### config.mk
export PLATFORM = sky130hd
export DESIGN_NAME = accel_cfg_device_flat
export DESIGN_NICKNAME = d
export VERILOG_FILES = /design/src/verilog/accel_cfg_pkg.sv /design/src/verilog/reg_link_if.sv /design/src/verilog/accel_cfg_device.sv /design/src/verilog/sleep_timer.sv /design/src/flat_wrapper.sv
export SDC_FILE = /design/constraint.sdc
export NUM_CORES = 1
export LEC_CHECK = 0
export ABC_CLOCK_PERIOD_IN_PS = 8530
export BUFFER_PORTS_ARGS = -buffer_cell sky130_fd_sc_hd__buf_2
export CORE_MARGIN = 1
export CORE_UTILIZATION = 55
export CTS_CLUSTER_SIZE = 8
export DETAILED_ROUTE_END_ITERATION = 10
export PLACE_DENSITY = 0.83
export SLEW_MARGIN = 20
export SYNTH_ARGS = -nofsm -noshare
export SYNTH_HDL_FRONTEND = slang
export SYNTH_SLANG_ARGS = --single-unit
### constraint.sdc
create_clock -name sys_clk -period 8.53 [get_ports sys_clk]
set_clock_uncertainty 0.1 [all_clocks]
set_input_delay 1.2795 -clock sys_clk [delete_from_list [all_inputs] [get_ports sys_clk]]
set_output_delay 1.2795 -clock sys_clk [all_outputs]
set_load 0.05 [all_outputs]
### src/verilog/accel_cfg_pkg.sv
`default_nettype none
package accel_cfg_pkg;
  // Register indices on the link
  localparam logic [7:0] OFS_DATA_LSB = 8'h02;
  localparam logic [7:0] OFS_FLAGS = 8'h09;
  localparam logic [7:0] OFS_SPAN = 8'h0f;
  localparam logic [7:0] OFS_BW = 8'h10;
  localparam logic [7:0] OFS_POWER = 8'h11;
  localparam logic [7:0] OFS_DUTY = 8'h12;
  localparam logic [7:0] OFS_FORMAT = 8'h13;
  localparam logic [7:0] OFS_RESET_CMD = 8'h14;
  localparam logic [7:0] OFS_ENABLE0 = 8'h16;
  // Reset values and writable-bit masks
  localparam logic [7:0] DEF_SPAN = 8'h03;
  localparam logic [7:0] DEF_BW = 8'h0f;
  localparam logic [7:0] DEF_ZERO = 8'h00;
  localparam logic [7:0] MSK_SPAN = 8'h0f;
  localparam logic [7:0] MSK_BW = 8'h1f;
  localparam logic [7:0] MSK_POWER = 8'hfe;
  localparam logic [7:0] MSK_DUTY = 8'h60;
  localparam logic [7:0] MSK_FORMAT = 8'hc0;
  localparam logic [7:0] MSK_ENABLE0 = 8'hf7;
  localparam logic [7:0] RESET_KEY = 8'hb6;
  // Field positions
  localparam int BIT_HALT = 7;
  localparam int BIT_DUTY_EN = 6;
  localparam int BIT_DEEP = 5;
  localparam int SLEEP_LSB = 1;
  localparam int BIT_VARIANT = 6;
  localparam int BIT_TIME_BASE = 5;
  localparam int BIT_BYPASS = 7;
  localparam int BIT_SHADOW_DIS = 6;
  // Host-side APB register map
  localparam logic [7:0] APB_CMD = 8'h00;
  localparam logic [7:0] APB_STATUS = 8'h04;
  localparam int CMD_WRITE_BIT = 16;
  localparam int ST_BUSY = 0;
  localparam int ST_REFUSED = 1;
  localparam int ST_REPROGRAM = 2;
  // Timing
  localparam int CLK_NS = 4;
  localparam int SLEEP_UNIT_NS = 500000;
  localparam int SLEEP_UNIT_CYCLES = SLEEP_UNIT_NS / CLK_NS;
  localparam int SOFT_RESET_DELAY_NS = 2000;
  localparam logic [9:0] SOFT_RESET_CYCLES = 10'((SOFT_RESET_DELAY_NS + CLK_NS - 1) / CLK_NS);
  localparam int SLOW_WRITE_GAP_NS = 1000;
  localparam logic [9:0] SLOW_WRITE_CYCLES = 10'((SLOW_WRITE_GAP_NS + CLK_NS - 1) / CLK_NS);

  typedef enum logic [1:0] {
    PWR_NORMAL = 2'b00,
    PWR_DEEP = 2'b01,
    PWR_DUTY = 2'b10,
    PWR_HALT = 2'b11
  } power_e;

  // Bandwidth step 0 = 7.81 Hz ... 7 = 1000 Hz
  function automatic logic [2:0] bw_step(input logic [7:0] bw);
    if (bw[4])
      bw_step = 3'h7;
    else if (!bw[3])
      bw_step = 3'h0;
    else
      bw_step = bw[2:0];
  endfunction : bw_step

  // Sleep length in units of half a millisecond
  function automatic logic [11:0] sleep_units(input logic [3:0] code);
    case (code)
      4'h6: sleep_units = 12'h002;
      4'h7: sleep_units = 12'h004;
      4'h8: sleep_units = 12'h008;
      4'h9: sleep_units = 12'h00c;
      4'ha: sleep_units = 12'h014;
      4'hb: sleep_units = 12'h032;
      4'hc: sleep_units = 12'h064;
      4'hd: sleep_units = 12'h0c8;
      4'he: sleep_units = 12'h3e8;
      4'hf: sleep_units = 12'h7d0;
      default: sleep_units = 12'h001;
    endcase
  endfunction : sleep_units

  function automatic logic power_legal(input logic [7:0] v);
    power_legal = (32'(v[BIT_HALT]) + 32'(v[BIT_DUTY_EN]) + 32'(v[BIT_DEEP])) <= 1;
  endfunction : power_legal

  function automatic power_e power_decode(input logic [7:0] v);
    if (v[BIT_HALT])
      power_decode = PWR_HALT;
    else if (v[BIT_DUTY_EN])
      power_decode = PWR_DUTY;
    else if (v[BIT_DEEP])
      power_decode = PWR_DEEP;
    else
      power_decode = PWR_NORMAL;
  endfunction : power_decode

  function automatic logic [7:0] write_mask(input logic [7:0] ofs);
    case (ofs)
      OFS_SPAN: write_mask = MSK_SPAN;
      OFS_BW: write_mask = MSK_BW;
      OFS_POWER: write_mask = MSK_POWER;
      OFS_DUTY: write_mask = MSK_DUTY;
      OFS_FORMAT: write_mask = MSK_FORMAT;
      OFS_ENABLE0: write_mask = MSK_ENABLE0;
      default: write_mask = 8'hff;
    endcase
  endfunction : write_mask
endpackage : accel_cfg_pkg
`default_nettype wire

### src/verilog/reg_link_if.sv
`timescale 1ns/1ps
`default_nettype none
interface reg_link_if;
  logic req;
  logic we;
  logic [7:0] addr;
  logic [7:0] wdata;
  logic [7:0] rdata;
  logic ack;
  modport device (input req, input we, input addr, input wdata, output rdata, output ack);
  modport host (output req, output we, output addr, output wdata, input rdata, input ack);
endinterface : reg_link_if
`default_nettype wire

### src/verilog/accel_cfg_device.sv
// The APB register port was chosen for this implementation.
`timescale 1ns/1ps
`default_nettype none
module accel_cfg_device #(
  parameter logic [31:0] SLEEP_UNIT_CYCLES = 32'(accel_cfg_pkg::SLEEP_UNIT_CYCLES)
) (
  // Clock and reset
  input wire logic sys_clk,
  input wire logic sys_rst,
  // Register link
  reg_link_if.device link,
  // Sample and engine inputs
  input wire logic [2:0][15:0] filt_sample,
  input wire logic [2:0][15:0] raw_sample,
  input wire logic [7:0] engine_trig,
  input wire logic sample_done,
  // Decoded configuration
  output logic [3:0] span_code_q,
  output logic [2:0] bw_step_q,
  output accel_cfg_pkg::power_e power_q,
  output logic power_illegal_q,
  output logic [11:0] sleep_units_q,
  output logic second_variant_q,
  output logic equidistant_q,
  output logic fifo_access_q,
  output logic fifo_even_q,
  output logic [7:0] engine_en_q,
  output logic [7:0] engine_flag_q,
  output logic soft_reset_busy_q,
  output logic wake_q
);
  logic [7:0] span_q;
  logic [7:0] bw_q;
  logic [7:0] pwr_q;
  logic [7:0] duty_q;
  logic [7:0] fmt_q;
  logic [7:0] en0_q;
  logic ack_q;
  logic [7:0] rdata_q;
  logic [7:0] rdata_d;
  logic [9:0] srst_cnt_q;
  logic srst_fire;
  logic take;
  logic wr;
  logic rd;
  logic in_deep;
  logic [2:0] lock_q;
  logic [2:0][7:0] hold_q;
  logic [2:0][15:0] sample;
  logic [2:0] rd_lsb;
  logic [2:0] rd_msb;
  logic [7:0] wval;

  assign take = link.req && !ack_q;
  assign wr = take && link.we;
  assign rd = take && !link.we;
  assign wval = link.wdata & accel_cfg_pkg::write_mask(link.addr);
  assign srst_fire = (srst_cnt_q == 10'h1);
  assign in_deep = (power_q == accel_cfg_pkg::PWR_DEEP);
  assign link.ack = ack_q;
  assign link.rdata = rdata_q;

  //////////////////////////////////////////////////////////////////////////////
  // Link handshake: one answer per request, one cycle later
  always_ff @(posedge sys_clk)
  begin
    if (sys_rst)
    begin
      ack_q <= 1'b0;
      rdata_q <= 8'h00;
    end
    else
    begin
      ack_q <= take;
      if (rd)
        rdata_q <= rdata_d;
    end
  end

  //////////////////////////////////////////////////////////////////////////////
  // Configuration storage
  always_ff @(posedge sys_clk)
  begin
    if (sys_rst || srst_fire)
    begin
      span_q <= accel_cfg_pkg::DEF_SPAN;
      bw_q <= accel_cfg_pkg::DEF_BW;
      pwr_q <= accel_cfg_pkg::DEF_ZERO;
      duty_q <= accel_cfg_pkg::DEF_ZERO;
      fmt_q <= accel_cfg_pkg::DEF_ZERO;
      en0_q <= accel_cfg_pkg::DEF_ZERO;
    end
    else
    begin
      if (in_deep)
      begin
        // Settings are not kept through deep halt
        span_q <= accel_cfg_pkg::DEF_SPAN;
        bw_q <= accel_cfg_pkg::DEF_BW;
        duty_q <= accel_cfg_pkg::DEF_ZERO;
        fmt_q <= accel_cfg_pkg::DEF_ZERO;
        en0_q <= accel_cfg_pkg::DEF_ZERO;
      end
      else if (wr)
      begin
        case (link.addr)
          accel_cfg_pkg::OFS_SPAN: span_q <= wval;
          accel_cfg_pkg::OFS_BW: bw_q <= wval;
          accel_cfg_pkg::OFS_DUTY: duty_q <= wval;
          accel_cfg_pkg::OFS_FORMAT: fmt_q <= wval;
          accel_cfg_pkg::OFS_ENABLE0: en0_q <= wval;
          default: ;
        endcase
      end
      if (wr && link.addr == accel_cfg_pkg::OFS_POWER)
        pwr_q <= wval;
    end
  end

  //////////////////////////////////////////////////////////////////////////////
  // Soft reset command, delayed restore
  always_ff @(posedge sys_clk)
  begin
    if (sys_rst)
      srst_cnt_q <= 10'h0;
    else if (wr && link.addr == accel_cfg_pkg::OFS_RESET_CMD && link.wdata ==
             accel_cfg_pkg::RESET_KEY)
      srst_cnt_q <= accel_cfg_pkg::SOFT_RESET_CYCLES;
    else if (srst_cnt_q != 10'h0)
      srst_cnt_q <= srst_cnt_q - 10'h1;
  end

  //////////////////////////////////////////////////////////////////////////////
  // Decoded outputs
  always_ff @(posedge sys_clk)
  begin
    if (sys_rst)
    begin
      span_code_q <= 4'h0;
      bw_step_q <= 3'h0;
      power_q <= accel_cfg_pkg::PWR_NORMAL;
      power_illegal_q <= 1'b0;
      sleep_units_q <= 12'h001;
      second_variant_q <= 1'b0;
      equidistant_q <= 1'b0;
      fifo_access_q <= 1'b0;
      fifo_even_q <= 1'b0;
      engine_en_q <= 8'h00;
      soft_reset_busy_q <= 1'b0;
    end
    else
    begin
      span_code_q <= span_q[3:0];
      bw_step_q <= accel_cfg_pkg::bw_step(bw_q);
      power_illegal_q <= !accel_cfg_pkg::power_legal(pwr_q);
      if (accel_cfg_pkg::power_legal(pwr_q))
        power_q <= accel_cfg_pkg::power_decode(pwr_q);
      sleep_units_q <= accel_cfg_pkg::sleep_units(pwr_q[accel_cfg_pkg::SLEEP_LSB +: 4]);
      second_variant_q <= duty_q[accel_cfg_pkg::BIT_VARIANT];
      equidistant_q <= duty_q[accel_cfg_pkg::BIT_TIME_BASE];
      // Normal state always keeps the FIFO; halt and duty follow the variant
      fifo_access_q <= (power_q == accel_cfg_pkg::PWR_NORMAL) ||
        (power_q != accel_cfg_pkg::PWR_DEEP && duty_q[accel_cfg_pkg::BIT_VARIANT]);
      fifo_even_q <= (power_q == accel_cfg_pkg::PWR_NORMAL) ||
        (power_q == accel_cfg_pkg::PWR_DUTY && duty_q[accel_cfg_pkg::BIT_TIME_BASE]);
      engine_en_q <= en0_q;
      soft_reset_busy_q <= (srst_cnt_q != 10'h0);
    end
  end

  //////////////////////////////////////////////////////////////////////////////
  // Engine status flags, cleared by reading them
  always_ff @(posedge sys_clk)
  begin
    if (sys_rst || srst_fire)
      engine_flag_q <= 8'h00;
    else
      engine_flag_q <= ((rd && link.addr == accel_cfg_pkg::OFS_FLAGS) ? 8'h00 : engine_flag_q)
        | (engine_trig & en0_q & accel_cfg_pkg::MSK_ENABLE0);
  end

  //////////////////////////////////////////////////////////////////////////////
  // Sample output with per-axis high-byte lock
  genvar g;
  generate
    for (g = 0; g < 3; g++)
    begin : g_axis
      assign sample[g] = fmt_q[accel_cfg_pkg::BIT_BYPASS] ? raw_sample[g] : filt_sample[g];
      assign rd_lsb[g] = rd && link.addr == accel_cfg_pkg::OFS_DATA_LSB + 8'(2 * g);
      assign rd_msb[g] = rd && link.addr == accel_cfg_pkg::OFS_DATA_LSB + 8'(2 * g + 1);
      always_ff @(posedge sys_clk)
      begin
        if (sys_rst || fmt_q[accel_cfg_pkg::BIT_SHADOW_DIS])
        begin
          lock_q[g] <= 1'b0;
          hold_q[g] <= 8'h00;
        end
        else if (rd_lsb[g])
        begin
          lock_q[g] <= 1'b1;
          hold_q[g] <= sample[g][15:8];
        end
        else if (rd_msb[g])
          lock_q[g] <= 1'b0;
      end
    end
  endgenerate

  //////////////////////////////////////////////////////////////////////////////
  // Read data
  always_comb
  begin
    rdata_d = 8'h00;
    case (link.addr)
      accel_cfg_pkg::OFS_FLAGS: rdata_d = engine_flag_q;
      accel_cfg_pkg::OFS_SPAN: rdata_d = span_q;
      accel_cfg_pkg::OFS_BW: rdata_d = bw_q;
      accel_cfg_pkg::OFS_POWER: rdata_d = pwr_q;
      accel_cfg_pkg::OFS_DUTY: rdata_d = duty_q;
      accel_cfg_pkg::OFS_FORMAT: rdata_d = fmt_q;
      accel_cfg_pkg::OFS_ENABLE0: rdata_d = en0_q;
      default:
      begin
        for (int i = 0; i < 3; i++)
        begin
          if (link.addr == accel_cfg_pkg::OFS_DATA_LSB + 8'(2 * i))
            rdata_d = sample[i][7:0];
          if (link.addr == accel_cfg_pkg::OFS_DATA_LSB + 8'(2 * i + 1))
            rdata_d = lock_q[i] ? hold_q[i] : sample[i][15:8];
        end
      end
    endcase
  end

  //////////////////////////////////////////////////////////////////////////////
  // Duty-cycle sleep phase
  sleep_timer #(
    .UNIT_CYCLES(SLEEP_UNIT_CYCLES)
  ) u_sleep (
    .sys_clk(sys_clk),
    .sys_rst(sys_rst),
    .run(power_q == accel_cfg_pkg::PWR_DUTY),
    .equidistant(equidistant_q),
    .sample_done(sample_done),
    .units(sleep_units_q),
    .wake_q(wake_q)
  );
endmodule : accel_cfg_device
`default_nettype wire

### src/verilog/sleep_timer.sv
`timescale 1ns/1ps
`default_nettype none
module sleep_timer #(
  parameter logic [31:0] UNIT_CYCLES = 32'(accel_cfg_pkg::SLEEP_UNIT_CYCLES)
) (
  // Clock and reset
  input wire logic sys_clk,
  input wire logic sys_rst,
  // Control
  input wire logic run,
  input wire logic equidistant,
  input wire logic sample_done,
  input wire logic [11:0] units,
  // Wake pulse
  output logic wake_q
);
  logic [31:0] cnt_q;
  logic waiting_q;
  logic [31:0] target;

  assign target = 32'(32'(units) * UNIT_CYCLES);

  always_ff @(posedge sys_clk)
  begin
    if (sys_rst || !run)
    begin
      cnt_q <= 32'h0;
      wake_q <= 1'b0;
      waiting_q <= 1'b0;
    end
    else if (waiting_q)
    begin
      // Event-driven: sleep restarts only after the sample finishes
      wake_q <= 1'b0;
      waiting_q <= !sample_done;
    end
    else if (cnt_q + 32'h1 >= target)
    begin
      cnt_q <= 32'h0;
      wake_q <= 1'b1;
      waiting_q <= !equidistant;
    end
    else
    begin
      cnt_q <= cnt_q + 32'h1;
      wake_q <= 1'b0;
    end
  end
endmodule : sleep_timer
`default_nettype wire

### src/flat_wrapper.sv
// flat-port wrapper written by rule: the top's interface ports become plain ports
module accel_cfg_device_flat 
#(
  parameter logic [31:0] SLEEP_UNIT_CYCLES = 32'(accel_cfg_pkg::SLEEP_UNIT_CYCLES)
)
  (sys_clk, sys_rst, filt_sample, raw_sample, engine_trig, sample_done, span_code_q, bw_step_q, power_q, power_illegal_q, sleep_units_q, second_variant_q, equidistant_q, fifo_access_q, fifo_even_q, engine_en_q, engine_flag_q, soft_reset_busy_q, wake_q, link_req, link_we, link_addr, link_wdata, link_rdata, link_ack);
  reg_link_if link_i ();
  input wire logic sys_clk;
  input wire logic sys_rst;
  input wire logic [2:0][15:0] filt_sample;
  input wire logic [2:0][15:0] raw_sample;
  input wire logic [7:0] engine_trig;
  input wire logic sample_done;
  output logic [3:0] span_code_q;
  output logic [2:0] bw_step_q;
  output accel_cfg_pkg::power_e power_q;
  output logic power_illegal_q;
  output logic [11:0] sleep_units_q;
  output logic second_variant_q;
  output logic equidistant_q;
  output logic fifo_access_q;
  output logic fifo_even_q;
  output logic [7:0] engine_en_q;
  output logic [7:0] engine_flag_q;
  output logic soft_reset_busy_q;
  output logic wake_q;
  input wire logic [$bits(link_i.req)-1:0] link_req;
  input wire logic [$bits(link_i.we)-1:0] link_we;
  input wire logic [$bits(link_i.addr)-1:0] link_addr;
  input wire logic [$bits(link_i.wdata)-1:0] link_wdata;
  output wire logic [$bits(link_i.rdata)-1:0] link_rdata;
  output wire logic [$bits(link_i.ack)-1:0] link_ack;
  assign link_i.req = link_req;
  assign link_i.we = link_we;
  assign link_i.addr = link_addr;
  assign link_i.wdata = link_wdata;
  assign link_rdata = link_i.rdata;
  assign link_ack = link_i.ack;
  accel_cfg_device #(.SLEEP_UNIT_CYCLES(SLEEP_UNIT_CYCLES)) u_core (.sys_clk(sys_clk), .sys_rst(sys_rst), .link(link_i), .filt_sample(filt_sample), .raw_sample(raw_sample), .engine_trig(engine_trig), .sample_done(sample_done), .span_code_q(span_code_q), .bw_step_q(bw_step_q), .power_q(power_q), .power_illegal_q(power_illegal_q), .sleep_units_q(sleep_units_q), .second_variant_q(second_variant_q), .equidistant_q(equidistant_q), .fifo_access_q(fifo_access_q), .fifo_even_q(fifo_even_q), .engine_en_q(engine_en_q), .engine_flag_q(engine_flag_q), .soft_reset_busy_q(soft_reset_busy_q), .wake_q(wake_q));
endmodule
---- After elaboration in Yosys (flattened, before gate mapping) ----
Memories as Yosys holds them, arrays and structs flattened. A register that Yosys moved wholly into a read port is not among the register bits.
Cells that the tools add are included.
cells by class
  add/sub/neg operators ................... 4
  multipliers ............................. 1
  $lt $le $gt $ge ......................... 2
  eq/ne operators ......................... 19
  muxes and demuxes ....................... 32
  bitwise logic cells ..................... 3
  reductions and logical operators ........ 40
operators with widths
  operator                                                                            count
  8-bit two-way mux                                                                   10
  8-bit one-hot mux with 7 select lines                                               1
  8-bit by 5-bit == test with 1-bit output (second input constant)                    6
  16-bit two-way mux                                                                  3
  8-bit one-hot mux with 6 select lines                                               1
  32-bit by 1-bit adder with 32-bit output                                            1
  32-bit by 1-bit adder with 32-bit output (second input constant)                    1
  8-bit by 3-bit == test with 1-bit output (second input constant)                    4
  32-bit by 29-bit greater-or-equal comparator with 1-bit output                      1
  32-bit by 1-bit less-or-equal comparator with 1-bit output (second input constant)  1
  32-bit two-way mux                                                                  1
  12-bit by 14-bit multiplier with 26-bit output (second input constant)              1
  9-bit two-way mux                                                                   2
  8-bit AND                                                                           2
  8-bit by 2-bit == test with 1-bit output (second input constant)                    2
  8-bit by 4-bit == test with 1-bit output (second input constant)                    2
  1-bit logical AND                                                                   15
  10-bit by 1-bit == test with 1-bit output (second input constant)                   1
  1-bit two-way mux                                                                   10
  2-bit AND reduction                                                                 5
  10-bit nonzero test                                                                 1
  10-bit by 1-bit subtractor with 10-bit output (second input constant)               1
  8-bit == test (second input constant)                                               1
  8-bit bitwise OR                                                                    1
  other kinds (11)                                                                    27
word-level totals
  register bits ........................... 171
  ROM bits ................................ 176
  bits of input ports ..................... 125
  output and inout bits ................... 53
  logic and storage cells ................. 133
  memories kept ........................... 1
memory list
  memory            depth  width  rd ports  clocked after memory_dff  write ports  RTL line             text
  (name not given)  16     11     1         1                         0            accel_cfg_pkg.sv:68  case (code)

---- Longest topological paths before layout ----
  word-level depth ........................ 8
  mapped depth ............................ 27
  mapped depth without buffers ............ 25

---- Cells and area by module ----
A second synthesis with hierarchy kept.
unflattened totals
  cell total of the unflattened synthesis .. 1257
  area, all modules ....................... 11652.4 µm²
by module, submodules not included
  module            instances  cells an instance  area each (µm²)  seq. area each (µm²)
  accel_cfg_device  1          726                6690.2           2682.6
  sleep_timer       1          531                4962.3           680.7

---- Worst setup path after synthesis ----
No wires, ideal clock.
  kind .................................... reg-to-reg
  start ................................... register u_core.sleep_units_q[3]
  end ..................................... register u_core.u_sleep.waiting_q
  library setup time ...................... 0.141 ns
  data arrival time ....................... 6.182 ns
  data required time ...................... 8.289 ns
  setup slack ............................. 2.107 ns
  cell stages (with the launch flop) ...... 26
  clock period less this slack ............ 6.423 ns
  cell sequence ........................... dfxtp_1 fa_1 ha_1 ha_1 fa_1 inv_1 fa_1 inv_1 ha_1 and3_1 a221o_1 o211a_1 o21a_1 or3_1 nand2_1 ha_1 a21o_1 a21o_1 a21oi_1 nand3_1 o21ai_1 or2_1 and2_1 buf_4 buf_6 o32ai_1
on the way
  longest elaborated chain between the ends .. 4
RTL lines
  what                                                            RTL line                text
  from (decl)                                                     accel_cfg_device.sv:22  output logic [11:0] sleep_units_q,
  12-bit by 14-bit multiplier with 26-bit output                  sleep_timer.sv:21       assign target = 32'(32'(units) * UNIT_CYCLES);
  32-bit by 29-bit greater-or-equal comparator with 1-bit output  sleep_timer.sv:37       else if (cnt_q + 32'h1 >= target)
  1-bit two-way mux                                               sleep_timer.sv:37
  1-bit two-way mux                                               sleep_timer.sv:31       else if (waiting_q)
  to (signal assigned)                                            sleep_timer.sv:35       waiting_q <= !sample_done;
  to (signal assigned)                                            sleep_timer.sv:41       waiting_q <= !equidistant;
  to (decl)                                                       sleep_timer.sv:18       logic waiting_q;
No other way between the ends.
A chain may end at the register's enable or synchronous reset.

---- Worst setup path in the final report ----
  start ................................... register u_core.sleep_units_q[3]
  end ..................................... register u_core.u_sleep.cnt_q[22]
on the way
  longest elaborated chain between the ends .. 3
RTL lines
  what                                                            RTL line           text
  12-bit by 14-bit multiplier with 26-bit output                  sleep_timer.sv:21
  32-bit by 29-bit greater-or-equal comparator with 1-bit output  sleep_timer.sv:37
  32-bit two-way mux                                              sleep_timer.sv:37
  to (signal assigned)                                            sleep_timer.sv:45  cnt_q <= cnt_q + 32'h1;
  to (decl)                                                       sleep_timer.sv:17  logic [31:0] cnt_q;
No other way between the ends.

==> results_dict.tcl <==
set metrics [dict create \
    crit_fanout 23 \
    reg2reg_depth 23 \
    critPathLaunchType "register" \
    worstHoldPathType "reg2reg" \
    yosysMostFrequentCell "dfxtp_1" \
    worst_setup_path_end_kind "register" \
    cap_violations 0 \
    yosysWarningCount 0 \
    critPathArrivalTime_ps 7280 \
    avgViaCountPerCell 5.92 \
    finalCritPeriodShare_pct 82.1 \
    post-cts-setup-buffers 0 \
    place.port_buffers 174 \
    power_density_nw_per_um2 146 \
    cts_buffer_depth 2 \
    cts_tree "built" \
    fmax_mhz 143 \
    wl_per_cell_um 17.0 \
    row_count 51 \
    ys_seq_area_share_pct 30.3 \
    dieWidth_um 144 \
    synth-seq-cells 168 \
    clkLatencyLatePin_ps 430 \
    final_nets 1665 \
    synthCells 1265 \
    yosys.area.top_type "dfxtp_1" \
    power.leakage_nw 5.78 \
    wirelength_um 28600 \
    grt_setup_unrepaired "false" \
    initial_utilization_pct 56.6 \
    hold_depth 2 \
    htreeDepth 4 \
    slew_violations 0 \
    synth_common_cells "dfxtp_1 (168), nand2_1 (115), ha_1 (111)" \
    place_hpwl_um 21100 \
    dr.pass1.iters 5 \
    ant_nets 0 \
    drive_gt1_share_pct 18.3 \
    critPathKind "reg2reg" \
    finalHoldViolCount 0 \
    hold_buffers 0 \
    antenna_found_initial 0 \
    drtIter0Drc 649 \
    synth_edf_count 0 \
    worstMarginPinSlew_ps 1020 \
    track_usage_pct 28.0 \
    synthArstFlopShare_pct 0 \
    ios 178 \
    die-area_um2 20700 \
    fin_crit_ps 7010 \
    grt_pass1_wl_um 45300 \
    synth_ff_type "dfxtp_1" \
    max_slew_margin_pct 32.3 \
    cts_buffers 17 \
    setup_tns_ps 0 \
    core_um2 19600 \
    synth_top_area_share_pct 30.3 \
    routed-via-count 9935 \
    clock_sinks 168 \
    grt_max_degree 59 \
    cts_root_buf "clkbuf_16" \
    fin_util_pct 64.6 \
    grt_overflow 0 \
    drc 0 \
    irDropWorstVdd_uv 131 \
    avgSynthCellArea_um2 8.76 \
    gp_congestion 0.951 \
    cp_data_required_time_ps 8800 \
    synthTopCellsByArea "dfxtp_1 (30%), ha_1 (13%), fa_1 (5.2%)" \
    syn_to_final_growth_pct 14.2 \
    path_clk_slew_ps 70 \
    grt_pass1_vias 9424 \
    synthDistinctLibCells 71 \
    status "complete, no violations" \
    cts_resized 0 \
    setup_violations 0 \
    synthesis.area_um2 11100 \
    die_h_um 144 \
]
sequential cells by signal, indices dropped and copies added (netlist names), 10 cells and up:
signal,cells
u_core.u_sleep.cnt_q,32
u_core.hold_q,24
u_core.sleep_units_q,10
u_core.srst_cnt_q,10
worst max-delay path: stages (launching register included):
cell and delay (ps):
dfxtp_1 560, fa_1 490, ha_1 320, ha_1 300, fa_1 550, inv_1 60, fa_1 530, inv_1 40
ha_1 330, and3_1 190, a221o_1 350, o211a_1 260, o21a_1 200, or3_1 300, nand2_1 70, ha_1 230
a21o_1 180, a21o_1 160, a21oi_1 230, nand3_1 100, o21ai_1 210, or2_1 150, and2_1 730, a32o_1 300
metal layers:
| metal | GRT usage (%) | wire length [um] | vias up |
|---|---|---|---|
| li1 | - | - | 4750 |
| met1 | 32.3 | 11300 | 4710 |
| met2 | 50.1 | 14700 | 400 |
| met3 | 5.07 | 1680 | 75 |
| met4 | 12.5 | 920 | 0 |
| met5 | 0 | 0 | - |
layout make-up:
type / instances / area, um^2
diodes: 1 / 2.50
clock buffers: 18 / 429
clock inverters: 14 / 181
fillers: 1637 / 6930
inverters: 85 / 319
multi-input cells: 949 / 7130
flip-flops and latches: 168 / 3360
well taps: 265 / 332
repair buffers: 179 / 908
report_power, final:
| group | switching, mW | internal (mW) |
|---|---|---|
| Sequential | 0.0186 | 0.806 |
| Clock | 0.368 | 0.422 |
| Combinational | 0.144 | 0.0917 |
| Total | 0.531 | 1.32 |
worst paths after layout:
check | startpoint | end | slack, ps
worst min register to register | u_core.pwr_q[0]$_SDFFE_PP0P_ | u_core.pwr_q[0]$_SDFFE_PP0P_ | 330
worst max-delay path | u_core.sleep_units_q[3]$_SDFF_PP0_ | u_core.u_sleep.cnt_q[22]$_SDFFE_PP0N_ | 1520
worst min-delay path | u_core.pwr_q[0]$_SDFFE_PP0P_ | u_core.pwr_q[0]$_SDFFE_PP0P_ | 330
worst max register to register | u_core.sleep_units_q[3]$_SDFF_PP0_ | u_core.u_sleep.cnt_q[22]$_SDFFE_PP0N_ | 1520
cells in the final DEF, fill, tap and decap left out, types with 27 or more instances in the layout:
cell,count
buf_2,174
dfxtp_1,167
nand2_1,115
ha_1,111
nor2_1,103
inv_1,82
a21oi_1,75
mux2i_1,52
and3_1,40
nand3_1,39
o21ai_0,29
fa_1,29
nor2b_1,27
cell families (layout without fill, tap and decap cells):
group | Yosys count | after routing | synth area share [%]
AO/OA/AOI/OAI | 262 | 262 | 15.9
buffers and inverters | 149 | 296 | 5.47
other | 1 | 3 | 0.0338
XOR/XNOR | 48 | 48 | 3.79
adder cells (fa/ha/maj) | 140 | 140 | 17.8
flip-flops | 168 | 168 | 30.3
AND/OR/NAND/NOR | 419 | 419 | 19.1
multiplexers | 78 | 78 | 7.54
stage by stage:
| stage | std cells | area [um^2] | setup WS, ps | power [mW] | hold WS [ps] |
|---|---|---|---|---|---|
| 6_report | 1679 | 12700 | 1520 | 1.85 | 334 |
| 5_1_grt | 1678 | 12700 | 1180 | 1.92 | 345 |
| 4_1_cts | 1678 | 12700 | 1550 | 1.86 | 331 |
| 3_5_place_dp | 1646 | 12100 | 1570 | 1.07 | 322 |
| 3_3_place_gp | 1646 | 12100 | 1680 | 1.07 | 316 |
| 2_1_floorplan | 1266 | 11100 | 2110 | 1.00 | 309 |
No activity file was read; power rests on OpenSTA's default activity.
